`config.mk`:
```
export PLATFORM = sky130hd
export DESIGN_NAME = etw_store_end_flat
export DESIGN_NICKNAME = d
export VERILOG_FILES = /design/src/hw/etw_pkg.sv /design/src/hw/etw_if.sv /design/src/hw/etw_store_end.sv /design/src/flat_wrapper.sv
export SDC_FILE = /design/constraint.sdc
export NUM_CORES = 2
export LEC_CHECK = 0
export ABC_AREA = 1
export BUFFER_PORTS_ARGS = -buffer_cell sky130_fd_sc_hd__buf_4
export CORE_MARGIN = 8
export CORE_UTILIZATION = 35
export CTS_BUF_LIST = sky130_fd_sc_hd__clkbuf_8 sky130_fd_sc_hd__clkbuf_16
export CTS_CLUSTER_DIAMETER = 200
export DETAILED_ROUTE_END_ITERATION = 6
export GPL_ROUTABILITY_DRIVEN = 0
export RECOVER_POWER = 50
export SYNTH_ARGS = -nofsm -noshare
export SYNTH_HDL_FRONTEND = slang
export SYNTH_SLANG_ARGS = --single-unit
```
`constraint.sdc`:
```
create_clock -name hclk -period 4.99 [get_ports hclk]
set_input_delay 1.2475 -clock hclk [delete_from_list [all_inputs] [get_ports hclk]]
set_output_delay 1.2475 -clock hclk [all_outputs]
set_load 0.05 [all_outputs]
```
`src/hw/etw_pkg.sv`:
```
/*
 * Shared constants for the three-wire data store port: the port control
 * register location and bit layout, serial instruction codes, the
 * controller's own register map and the store's sequencing states.
 * Assumes both ends are compiled after this package.
 */
package etw_pkg;

    // ==========================================================
    // Port control register location and layout
    // ==========================================================
    localparam logic PORT_BANK = 1'b1;
    localparam logic [6:0] PORT_OFFSET = 7'h40;
    localparam int BIT_SELECT = 4;
    localparam int BIT_SERIAL_CLOCK = 5;
    localparam int BIT_SERIAL_IN = 6;
    localparam int BIT_SERIAL_OUT = 7;
    localparam logic [3:0] PORT_LOW_BITS = 4'h0;

    // ==========================================================
    // Store geometry and serial instruction encoding
    // ==========================================================
    localparam int STORE_WORDS = 128;
    localparam logic [1:0] CODE_EXT = 2'h0;
    localparam logic [1:0] CODE_WRITE = 2'h1;
    localparam logic [1:0] CODE_READ = 2'h2;
    localparam logic [1:0] CODE_ERASE = 2'h3;
    localparam logic [1:0] EXT_DISABLE = 2'h0;
    localparam logic [1:0] EXT_WRITE_ALL = 2'h1;
    localparam logic [1:0] EXT_ERASE_ALL = 2'h2;
    localparam logic [1:0] EXT_ENABLE = 2'h3;
    localparam logic [2:0] CODE_LAST_BIT = 3'h1;
    localparam logic [2:0] ADDR_LAST_BIT = 3'h6;
    localparam logic [2:0] DATA_LAST_BIT = 3'h7;
    localparam logic [7:0] ERASED_BYTE = 8'hFF;

    // ==========================================================
    // Internal write cycle timing
    // ==========================================================
    localparam int CLK_PERIOD_NS = 50;
    localparam int WRITE_TIME_NS = 2000;
    localparam int WR_CYCLES = (WRITE_TIME_NS + CLK_PERIOD_NS - 1) / CLK_PERIOD_NS;

    // ==========================================================
    // Controller register map (byte offsets on AHB-Lite)
    // ==========================================================
    localparam logic [7:0] REG_BANK = 8'h00;
    localparam logic [7:0] REG_POINTER = 8'h04;
    localparam logic [7:0] REG_WINDOW = 8'h08;
    localparam logic [7:0] REG_DIRECT_ADDR = 8'h0C;
    localparam logic [7:0] REG_DIRECT_DATA = 8'h10;
    localparam logic [1:0] HTRANS_NONSEQ = 2'h2;
    localparam logic [2:0] HSIZE_WORD = 3'h2;
    localparam logic [1:0] RD_WAIT_FIRST = 2'h1;
    localparam logic [1:0] RD_WAIT_SECOND = 2'h2;

    typedef enum {
        ST_IDLE,
        ST_CODE,
        ST_ADDR,
        ST_DATA,
        ST_READ,
        ST_HOLD,
        ST_BUSY
    } etw_state_t;

endpackage

```
`src/hw/etw_if.sv`:
```
/*
 * Data memory access path between the core-side controller and the store
 * end. Holds bank selector, pointer or direct address, write strobe and
 * read data. Assumes both ends share hclk; reads are combinational.
 */
`timescale 1ns/1ps
interface etw_if;
    logic dm_bank;
    logic [7:0] dm_addr;
    logic dm_indirect;
    logic dm_wr;
    logic [7:0] dm_wdata;
    logic [7:0] dm_rdata;

    modport store (
        input dm_bank,
        input dm_addr,
        input dm_indirect,
        input dm_wr,
        input dm_wdata,
        output dm_rdata
    );

    modport ctrl (
        output dm_bank,
        output dm_addr,
        output dm_indirect,
        output dm_wr,
        output dm_wdata,
        input dm_rdata
    );
endinterface

```
`src/hw/etw_store_end.sv`:
```
/*
 * Store end: the port control register reached only through the second
 * indirect window, and the 128x8 serial store driven by its bits.
 * Assumes the controller end shares hclk and holds the access signals
 * stable for the cycle in which dm_wr is high.
 */
// Added by the designer: the data memory access port from the controller end.
`timescale 1ns/1ps
module etw_store_end (
    input wire logic hclk,
    input wire logic hresetn,
    etw_if.store dm,
    output logic store_select,
    output logic store_serial_clock,
    output logic store_serial_in,
    output logic store_serial_out,
    output logic store_serial_out_en,
    output logic store_busy
);

    // ==========================================================
    // Port control register
    // ==========================================================
    logic cs_q, sk_q, di_q;
    logic port_hit;
    logic out_en, out_val;

    // Pointer bit 7 is ignored, so 40H and C0H both reach the register.
    assign port_hit = dm.dm_indirect && (dm.dm_bank == etw_pkg::PORT_BANK) &&
                      (dm.dm_addr[6:0] == etw_pkg::PORT_OFFSET);

    always_ff @(posedge hclk or negedge hresetn) begin
        if (!hresetn) begin
            cs_q <= 1'b0;
            sk_q <= 1'b0;
            di_q <= 1'b0;
        end else if (dm.dm_wr && port_hit) begin
            cs_q <= dm.dm_wdata[etw_pkg::BIT_SELECT];
            sk_q <= dm.dm_wdata[etw_pkg::BIT_SERIAL_CLOCK];
            di_q <= dm.dm_wdata[etw_pkg::BIT_SERIAL_IN];
        end
    end

    // A floating output line reads back as zero.
    assign dm.dm_rdata = port_hit ? {out_en & out_val, di_q, sk_q, cs_q, etw_pkg::PORT_LOW_BITS}
                                  : 8'h00;

    assign store_select = cs_q;
    assign store_serial_clock = sk_q;
    assign store_serial_in = di_q;

    // ==========================================================
    // Edge detection on the register-driven lines
    // ==========================================================
    logic sk_prev_q, cs_prev_q;
    logic sk_rise, cs_fall;

    always_ff @(posedge hclk or negedge hresetn) begin
        if (!hresetn) begin
            sk_prev_q <= 1'b0;
            cs_prev_q <= 1'b0;
        end else begin
            sk_prev_q <= sk_q;
            cs_prev_q <= cs_q;
        end
    end

    assign sk_rise = sk_q & ~sk_prev_q;
    assign cs_fall = cs_prev_q & ~cs_q;

    // ==========================================================
    // Instruction sequencer
    // ==========================================================
    etw_pkg::etw_state_t state_q;
    logic [2:0] cnt_q;
    logic [1:0] code_q;
    logic [6:0] addr_q;
    logic [7:0] data_q;
    logic do_q;
    logic enable_q;
    logic pend_q;
    logic ready_q;
    logic [15:0] wait_q;
    logic commit;
    logic [6:0] addr_next;
    logic [1:0] ext_op;
    logic [7:0] rd_byte;
    logic [7:0] mem [etw_pkg::STORE_WORDS];

    assign addr_next = {addr_q[5:0], di_q};
    assign ext_op = code_q == etw_pkg::CODE_EXT ? addr_q[6:5] : etw_pkg::EXT_DISABLE;
    assign commit = (state_q == etw_pkg::ST_BUSY) && (wait_q == 16'h0000);
    assign rd_byte = mem[addr_q];

    always_ff @(posedge hclk or negedge hresetn) begin
        if (!hresetn) begin
            state_q <= etw_pkg::ST_IDLE;
            cnt_q <= 3'h0;
            code_q <= 2'h0;
            addr_q <= 7'h00;
            data_q <= 8'h00;
            do_q <= 1'b0;
        end else if (state_q == etw_pkg::ST_BUSY) begin
            if (commit) begin
                state_q <= etw_pkg::ST_IDLE;
            end
        end else if (!cs_q) begin
            if (cs_fall && (state_q == etw_pkg::ST_HOLD) && pend_q) begin
                state_q <= etw_pkg::ST_BUSY;
            end else begin
                state_q <= etw_pkg::ST_IDLE;
            end
        end else if (sk_rise) begin
            case (state_q)
                etw_pkg::ST_IDLE: begin
                    if (di_q) begin
                        state_q <= etw_pkg::ST_CODE;
                        cnt_q <= 3'h0;
                    end
                end
                etw_pkg::ST_CODE: begin
                    code_q <= {code_q[0], di_q};
                    cnt_q <= 3'(cnt_q + 3'h1);
                    if (cnt_q == etw_pkg::CODE_LAST_BIT) begin
                        state_q <= etw_pkg::ST_ADDR;
                        cnt_q <= 3'h0;
                    end
                end
                etw_pkg::ST_ADDR: begin
                    addr_q <= addr_next;
                    cnt_q <= 3'(cnt_q + 3'h1);
                    if (cnt_q == etw_pkg::ADDR_LAST_BIT) begin
                        cnt_q <= 3'h0;
                        if (code_q == etw_pkg::CODE_READ) begin
                            state_q <= etw_pkg::ST_READ;
                            do_q <= 1'b0;
                        end else if ((code_q == etw_pkg::CODE_WRITE) ||
                                     ((code_q == etw_pkg::CODE_EXT) && (addr_next[6:5] == etw_pkg::EXT_WRITE_ALL))) begin
                            state_q <= etw_pkg::ST_DATA;
                        end else begin
                            state_q <= etw_pkg::ST_HOLD;
                        end
                    end
                end
                etw_pkg::ST_DATA: begin
                    data_q <= {data_q[6:0], di_q};
                    cnt_q <= 3'(cnt_q + 3'h1);
                    if (cnt_q == etw_pkg::DATA_LAST_BIT) begin
                        state_q <= etw_pkg::ST_HOLD;
                    end
                end
                etw_pkg::ST_READ: begin
                    do_q <= rd_byte[~cnt_q];
                    cnt_q <= 3'(cnt_q + 3'h1);
                    if (cnt_q == etw_pkg::DATA_LAST_BIT) begin
                        addr_q <= 7'(addr_q + 7'h01);
                    end
                end
                etw_pkg::ST_HOLD: begin
                    state_q <= etw_pkg::ST_HOLD;
                end
                default: begin
                    state_q <= etw_pkg::ST_IDLE;
                end
            endcase
        end
    end

    // ==========================================================
    // Program enable and pending internal cycle
    // ==========================================================
    always_ff @(posedge hclk or negedge hresetn) begin
        if (!hresetn) begin
            enable_q <= 1'b0;
        end else if (cs_q && sk_rise && (state_q == etw_pkg::ST_ADDR) &&
                     (cnt_q == etw_pkg::ADDR_LAST_BIT) && (code_q == etw_pkg::CODE_EXT)) begin
            if (addr_next[6:5] == etw_pkg::EXT_ENABLE) begin
                enable_q <= 1'b1;
            end else if (addr_next[6:5] == etw_pkg::EXT_DISABLE) begin
                enable_q <= 1'b0;
            end
        end
    end

    // Reads never depend on the enable; only cycles that change the array do.
    always_ff @(posedge hclk or negedge hresetn) begin
        if (!hresetn) begin
            pend_q <= 1'b0;
        end else if (state_q != etw_pkg::ST_BUSY) begin
            pend_q <= enable_q && ((code_q == etw_pkg::CODE_WRITE) || (code_q == etw_pkg::CODE_ERASE) ||
                      (ext_op == etw_pkg::EXT_ERASE_ALL) || (ext_op == etw_pkg::EXT_WRITE_ALL));
        end
    end

    // ==========================================================
    // Internal write cycle timer and ready indication
    // ==========================================================
    always_ff @(posedge hclk or negedge hresetn) begin
        if (!hresetn) begin
            wait_q <= 16'h0000;
        end else if (state_q != etw_pkg::ST_BUSY) begin
            wait_q <= 16'(etw_pkg::WR_CYCLES - 1);
        end else if (wait_q != 16'h0000) begin
            wait_q <= 16'(wait_q - 16'h0001);
        end
    end

    always_ff @(posedge hclk or negedge hresetn) begin
        if (!hresetn) begin
            ready_q <= 1'b0;
        end else if (commit) begin
            ready_q <= 1'b1;
        end else if (!cs_q || (state_q != etw_pkg::ST_IDLE)) begin
            ready_q <= 1'b0;
        end
    end

    assign out_en = (state_q == etw_pkg::ST_READ) ||
                    (cs_q && ((state_q == etw_pkg::ST_BUSY) || ready_q));
    assign out_val = (state_q == etw_pkg::ST_READ) ? do_q : ready_q;
    assign store_serial_out = out_en & out_val;
    assign store_serial_out_en = out_en;
    assign store_busy = state_q == etw_pkg::ST_BUSY;

    // ==========================================================
    // Nonvolatile array
    // ==========================================================
    // No reset on the array: its contents model retention across power loss.
    genvar gi;
    generate
        for (gi = 0; gi < etw_pkg::STORE_WORDS; gi++) begin : g_word
            always_ff @(posedge hclk) begin
                if (commit && ((code_q == etw_pkg::CODE_EXT) || (addr_q == 7'(gi)))) begin
                    if ((code_q == etw_pkg::CODE_ERASE) || (ext_op == etw_pkg::EXT_ERASE_ALL)) begin
                        mem[gi] <= etw_pkg::ERASED_BYTE;
                    end else begin
                        mem[gi] <= data_q;
                    end
                end
            end
        end
    endgenerate

endmodule

```
`src/flat_wrapper.sv`:
```
// flat-port wrapper written by rule: the top's interface ports become plain ports
module etw_store_end_flat 
  (hclk, hresetn, store_select, store_serial_clock, store_serial_in, store_serial_out, store_serial_out_en, store_busy, dm_dm_bank, dm_dm_addr, dm_dm_indirect, dm_dm_wr, dm_dm_wdata, dm_dm_rdata);
  etw_if dm_i ();
  input wire logic hclk;
  input wire logic hresetn;
  output logic store_select;
  output logic store_serial_clock;
  output logic store_serial_in;
  output logic store_serial_out;
  output logic store_serial_out_en;
  output logic store_busy;
  input wire logic [$bits(dm_i.dm_bank)-1:0] dm_dm_bank;
  input wire logic [$bits(dm_i.dm_addr)-1:0] dm_dm_addr;
  input wire logic [$bits(dm_i.dm_indirect)-1:0] dm_dm_indirect;
  input wire logic [$bits(dm_i.dm_wr)-1:0] dm_dm_wr;
  input wire logic [$bits(dm_i.dm_wdata)-1:0] dm_dm_wdata;
  output wire logic [$bits(dm_i.dm_rdata)-1:0] dm_dm_rdata;
  assign dm_i.dm_bank = dm_dm_bank;
  assign dm_i.dm_addr = dm_dm_addr;
  assign dm_i.dm_indirect = dm_dm_indirect;
  assign dm_i.dm_wr = dm_dm_wr;
  assign dm_i.dm_wdata = dm_dm_wdata;
  assign dm_dm_rdata = dm_i.dm_rdata;
  etw_store_end u_core (.hclk(hclk), .hresetn(hresetn), .dm(dm_i), .store_select(store_select), .store_serial_clock(store_serial_clock), .store_serial_in(store_serial_in), .store_serial_out(store_serial_out), .store_serial_out_en(store_serial_out_en), .store_busy(store_busy));
endmodule
```
==> run_results.csv <==
group,metric,value,unit
place,pre_cts_ws,1.43,ns
sta,setup_tns,0,ns
sta,max_clock_freq,228,MHz
clock_tree,clock-sinks,1072,
detailed_routing,drc,1,
setup_path,crit_path_start,"u_core.state_q[0]",
grt,overflow,0,
pwr,powerDensity,379,nW/µm²
clock_tree,cts_max_path_buffers,3,
clock_tree,cts_hold_buf,0,
finish,fin_cells,7470,
grt,grt_pass1_wl,226,mm
finish,final_nets,5475,
sta,setup_viol,0,
flow_run,maxCapViolCount,1,
setup_path,r2r_end,"u_core.mem[22][6]",
clock_tree,cts_tree,"built",
clock_tree,cts_root_buffer,"clkbuf_16",
floorplanning,ios,35,
synth,synth-seq-area-share,0.610,
sta,hold_viol,0,
pwr,pwr-share-comb,0.166,
floorplanning,dieArea,162000,µm²
detailed_routing,ant_nets,0,
grt,grt_antenna_before_repair,3,
pwr,ir_drop,0.264,mV
pwr,p_switching,6320,µW
worst_hold_path,hp-class,"flip-flop to flip-flop",
sta,final.min_clock_period,4.39,ns
clock_tree,cts_resized,0,
sta,timing_worst_slew_pin_value,2.69,ns
finish,mostFrequentLayoutCells,"2159 x nand2_1, 1024 x edfxtp_1, 656 x nor2_1",
synth,ys_seq_elements,1072,
synth,synth_cell_type_count,43,
outcome,violations,"DRC, capacitance limit, slew limit",
clock_tree,cts.htree.levels,3,
pwr,clkPwrFrac,0.372,
outcome,status,"finished with violations",
detailed_routing,drt_iter0_markers,4559,
setup_path,reg2reg_setup_slack,0.60,ns
pwr,power.total,21300,µW
pwr,p_seq_frac,0.461,
clock_tree,clk_latency,0.71,ns
sta,slew_violations,49,
synth,synth_cells,5620,
synth,syn-cell-area,52400,µm²
synth,ys_warn_count,0,
place,portBuffers,24,
sta,fin_crit_sh,0.881,
setup_path,end_kind,"flip-flop",
synth,avgSynthCellArea,9.32,µm²
floorplanning,dieWidth,403,µm
clock_tree,cts_made_buffers,110,
sta,relSlewSlack,-0.796,
setup_path,worstPathRequired,5.41,ns
setup_path,rr_startpoint,"u_core.state_q[0]",
floorplanning,die_y,403,µm
sta,rsz0062_at_grt,"no",
finish,final_layout_size_suffix_gt1_frac,0.0518,
synth,synthArstFlopShare,0.0448,
synth,synth_edf_count,1024,
grt,grt_use_total,0.178,
pwr,p_leak,0.0217,µW
detailed_routing,first_pass_iters,7,
detailed_routing,wl,150,mm
sta,fin_skew,0.0231,ns
floorplanning,initial_utilization,0.351,
clock_tree,postCtsSetupRepairBufs,0,
synth,synth_top_cells_by_area,"edfxtp_1 59%, nand2_1 15%, nor2_1 4.7%",
floorplanning,placementRows,142,
finish,layout_commonest_cell,"nand2_1",
synth,ys.flop_type,"edfxtp_1",
detailed_routing,num_vias,38800,
setup_path,critPathCapture,"u_core.mem[22][6]",
setup_path,cp-start-kind,"flip-flop",
grt,grt_max_degree,147,
setup_path,path_max_fanout,87,
place,place_inst,7272,
grt,grt_pass1_vias,37600,
setup_path,r2r_cells,9,
floorplanning,design.core.area,149000,µm²
setup_path,worstSetupPathType,"flip-flop to flip-flop",
clock_tree,clkTransAtPathRegs,0.06,ns
sta,setup_ws,0.595,ns
synth,yosys.area.top_type,"edfxtp_1",
finish,area_delta_synth_final,7.07,%
synth,yosys.area.top_type_share,0.587,
detailed_routing,wl_per_cell,20.0,µm
pwr,swShare,0.297,
pwr,p_int,14900,µW
setup_path,crit_arrival,4.82,ns
place,hpwl,87.3,mm
detailed_routing,vias_per_cell,5.20,
==> synth_stat cells (9+ instances only) <==
cell type,number
nor2_1,655
inv_2,9
ha_1,14
edfxtp_1,1024
buf_2,166
o21ai_0,326
nor3_2,11
dfrtp_1,48
buf_6,19
o22ai_1,14
nor3_4,100
inv_1,249
nand3_1,308
a21oi_1,198
nor3_1,9
nand4_1,12
clkbuf_1,174
a211oi_2,17
o21ai_1,28
nand2_1,2159
buf_4,29
==> worst min path at each step <==
| stage | depth (start not counted) | to | from |
|---|---|---|---|
| after floorplan | 1 | u_core.wait_q[9] | u_core.wait_q[9] |
| after global placement | 0 | u_core.sk_prev_q | u_core.store_serial_clock |
| after detailed placement | 0 | u_core.sk_prev_q | u_core.store_serial_clock |
| after CTS | 0 | u_core.sk_prev_q | u_core.store_serial_clock |
| after global routing | 0 | u_core.sk_prev_q | u_core.store_serial_clock |
| final | 0 | u_core.sk_prev_q | u_core.store_serial_clock |
==> sequential cells by signal (all words and copies together) (netlist names) <==
name                       cells
u_core.mem                  1024
u_core.wait_q                 16
u_core.data_q                  8
u_core.addr_q                  7
u_core.cnt_q                   3
u_core.state_q                 3
u_core.code_q                  2
u_core.cs_prev_q               1
u_core.do_q                    1
u_core.enable_q                1
u_core.pend_q                  1
u_core.ready_q                 1
u_core.sk_prev_q               1
u_core.store_select            1
u_core.store_serial_clock      1
u_core.store_serial_in         1
==> routing by layer <==
metal / wire length (µm) / global-route usage / share of wire
met5: 8 / 0 / 0.000053
met4: 6210 / 0.0745 / 0.042
met3: 11500 / 0.0253 / 0.077
met2: 69900 / 0.291 / 0.47
met1: 61900 / 0.236 / 0.41
==> logic make-up after synthesis <==
kind of cell	share of synthesized area
other	0.0000716
AOI/OAI and AO/OA	0.0611
adders and majority gates	0.00334
DFF	0.610
xor gates and xnor gates	0.000502
muxes	0.000191
buffers and inverters	0.0557
and+or+nand+nor	0.269
==> power by group through the flow <==
stage	sequential, µW	clock (µW)	combinational (µW)
2_1_floorplan	9960	0	2810
3_3_place_gp	10000	0	3880
3_5_place_dp	10000	0	3920
4_1_cts	9810	8000	3930
5_1_grt	9810	8320	3840
6_report	9810	7910	3540
==> cell type report <==
class	count	area, µm²
fillers	14900	93200
well taps	1944	2430
inverters	261	1050
clock buffers	112	2800
flip-flops and latches	1072	32000
repair buffers	98	905
multi-input cells	3897	16400
clock inverters	85	578
diodes	1	2.50
==> critical path, cell delays in order (launching register included) <==
cell     delay, ns
dfrtp_1       0.39
inv_1         0.09
nand2_1       0.11
nor2_1        0.90
inv_1         0.40
nor2_1        0.33
inv_4         0.40
buf_4         0.41
nor3_1        0.87
nand2_1       0.11
==> stage by stage <==
stage,instance area (µm²),hold slack (ns),util
floorplan,52400,0.448,-
global placement,53900,0.382,0.361
CTS,57300,0.407,0.384
finish,56100,0.401,0.376
detailed placement,53900,0.389,0.361
global route,56100,0.430,0.376
Power figures use the tool's default switching activity.
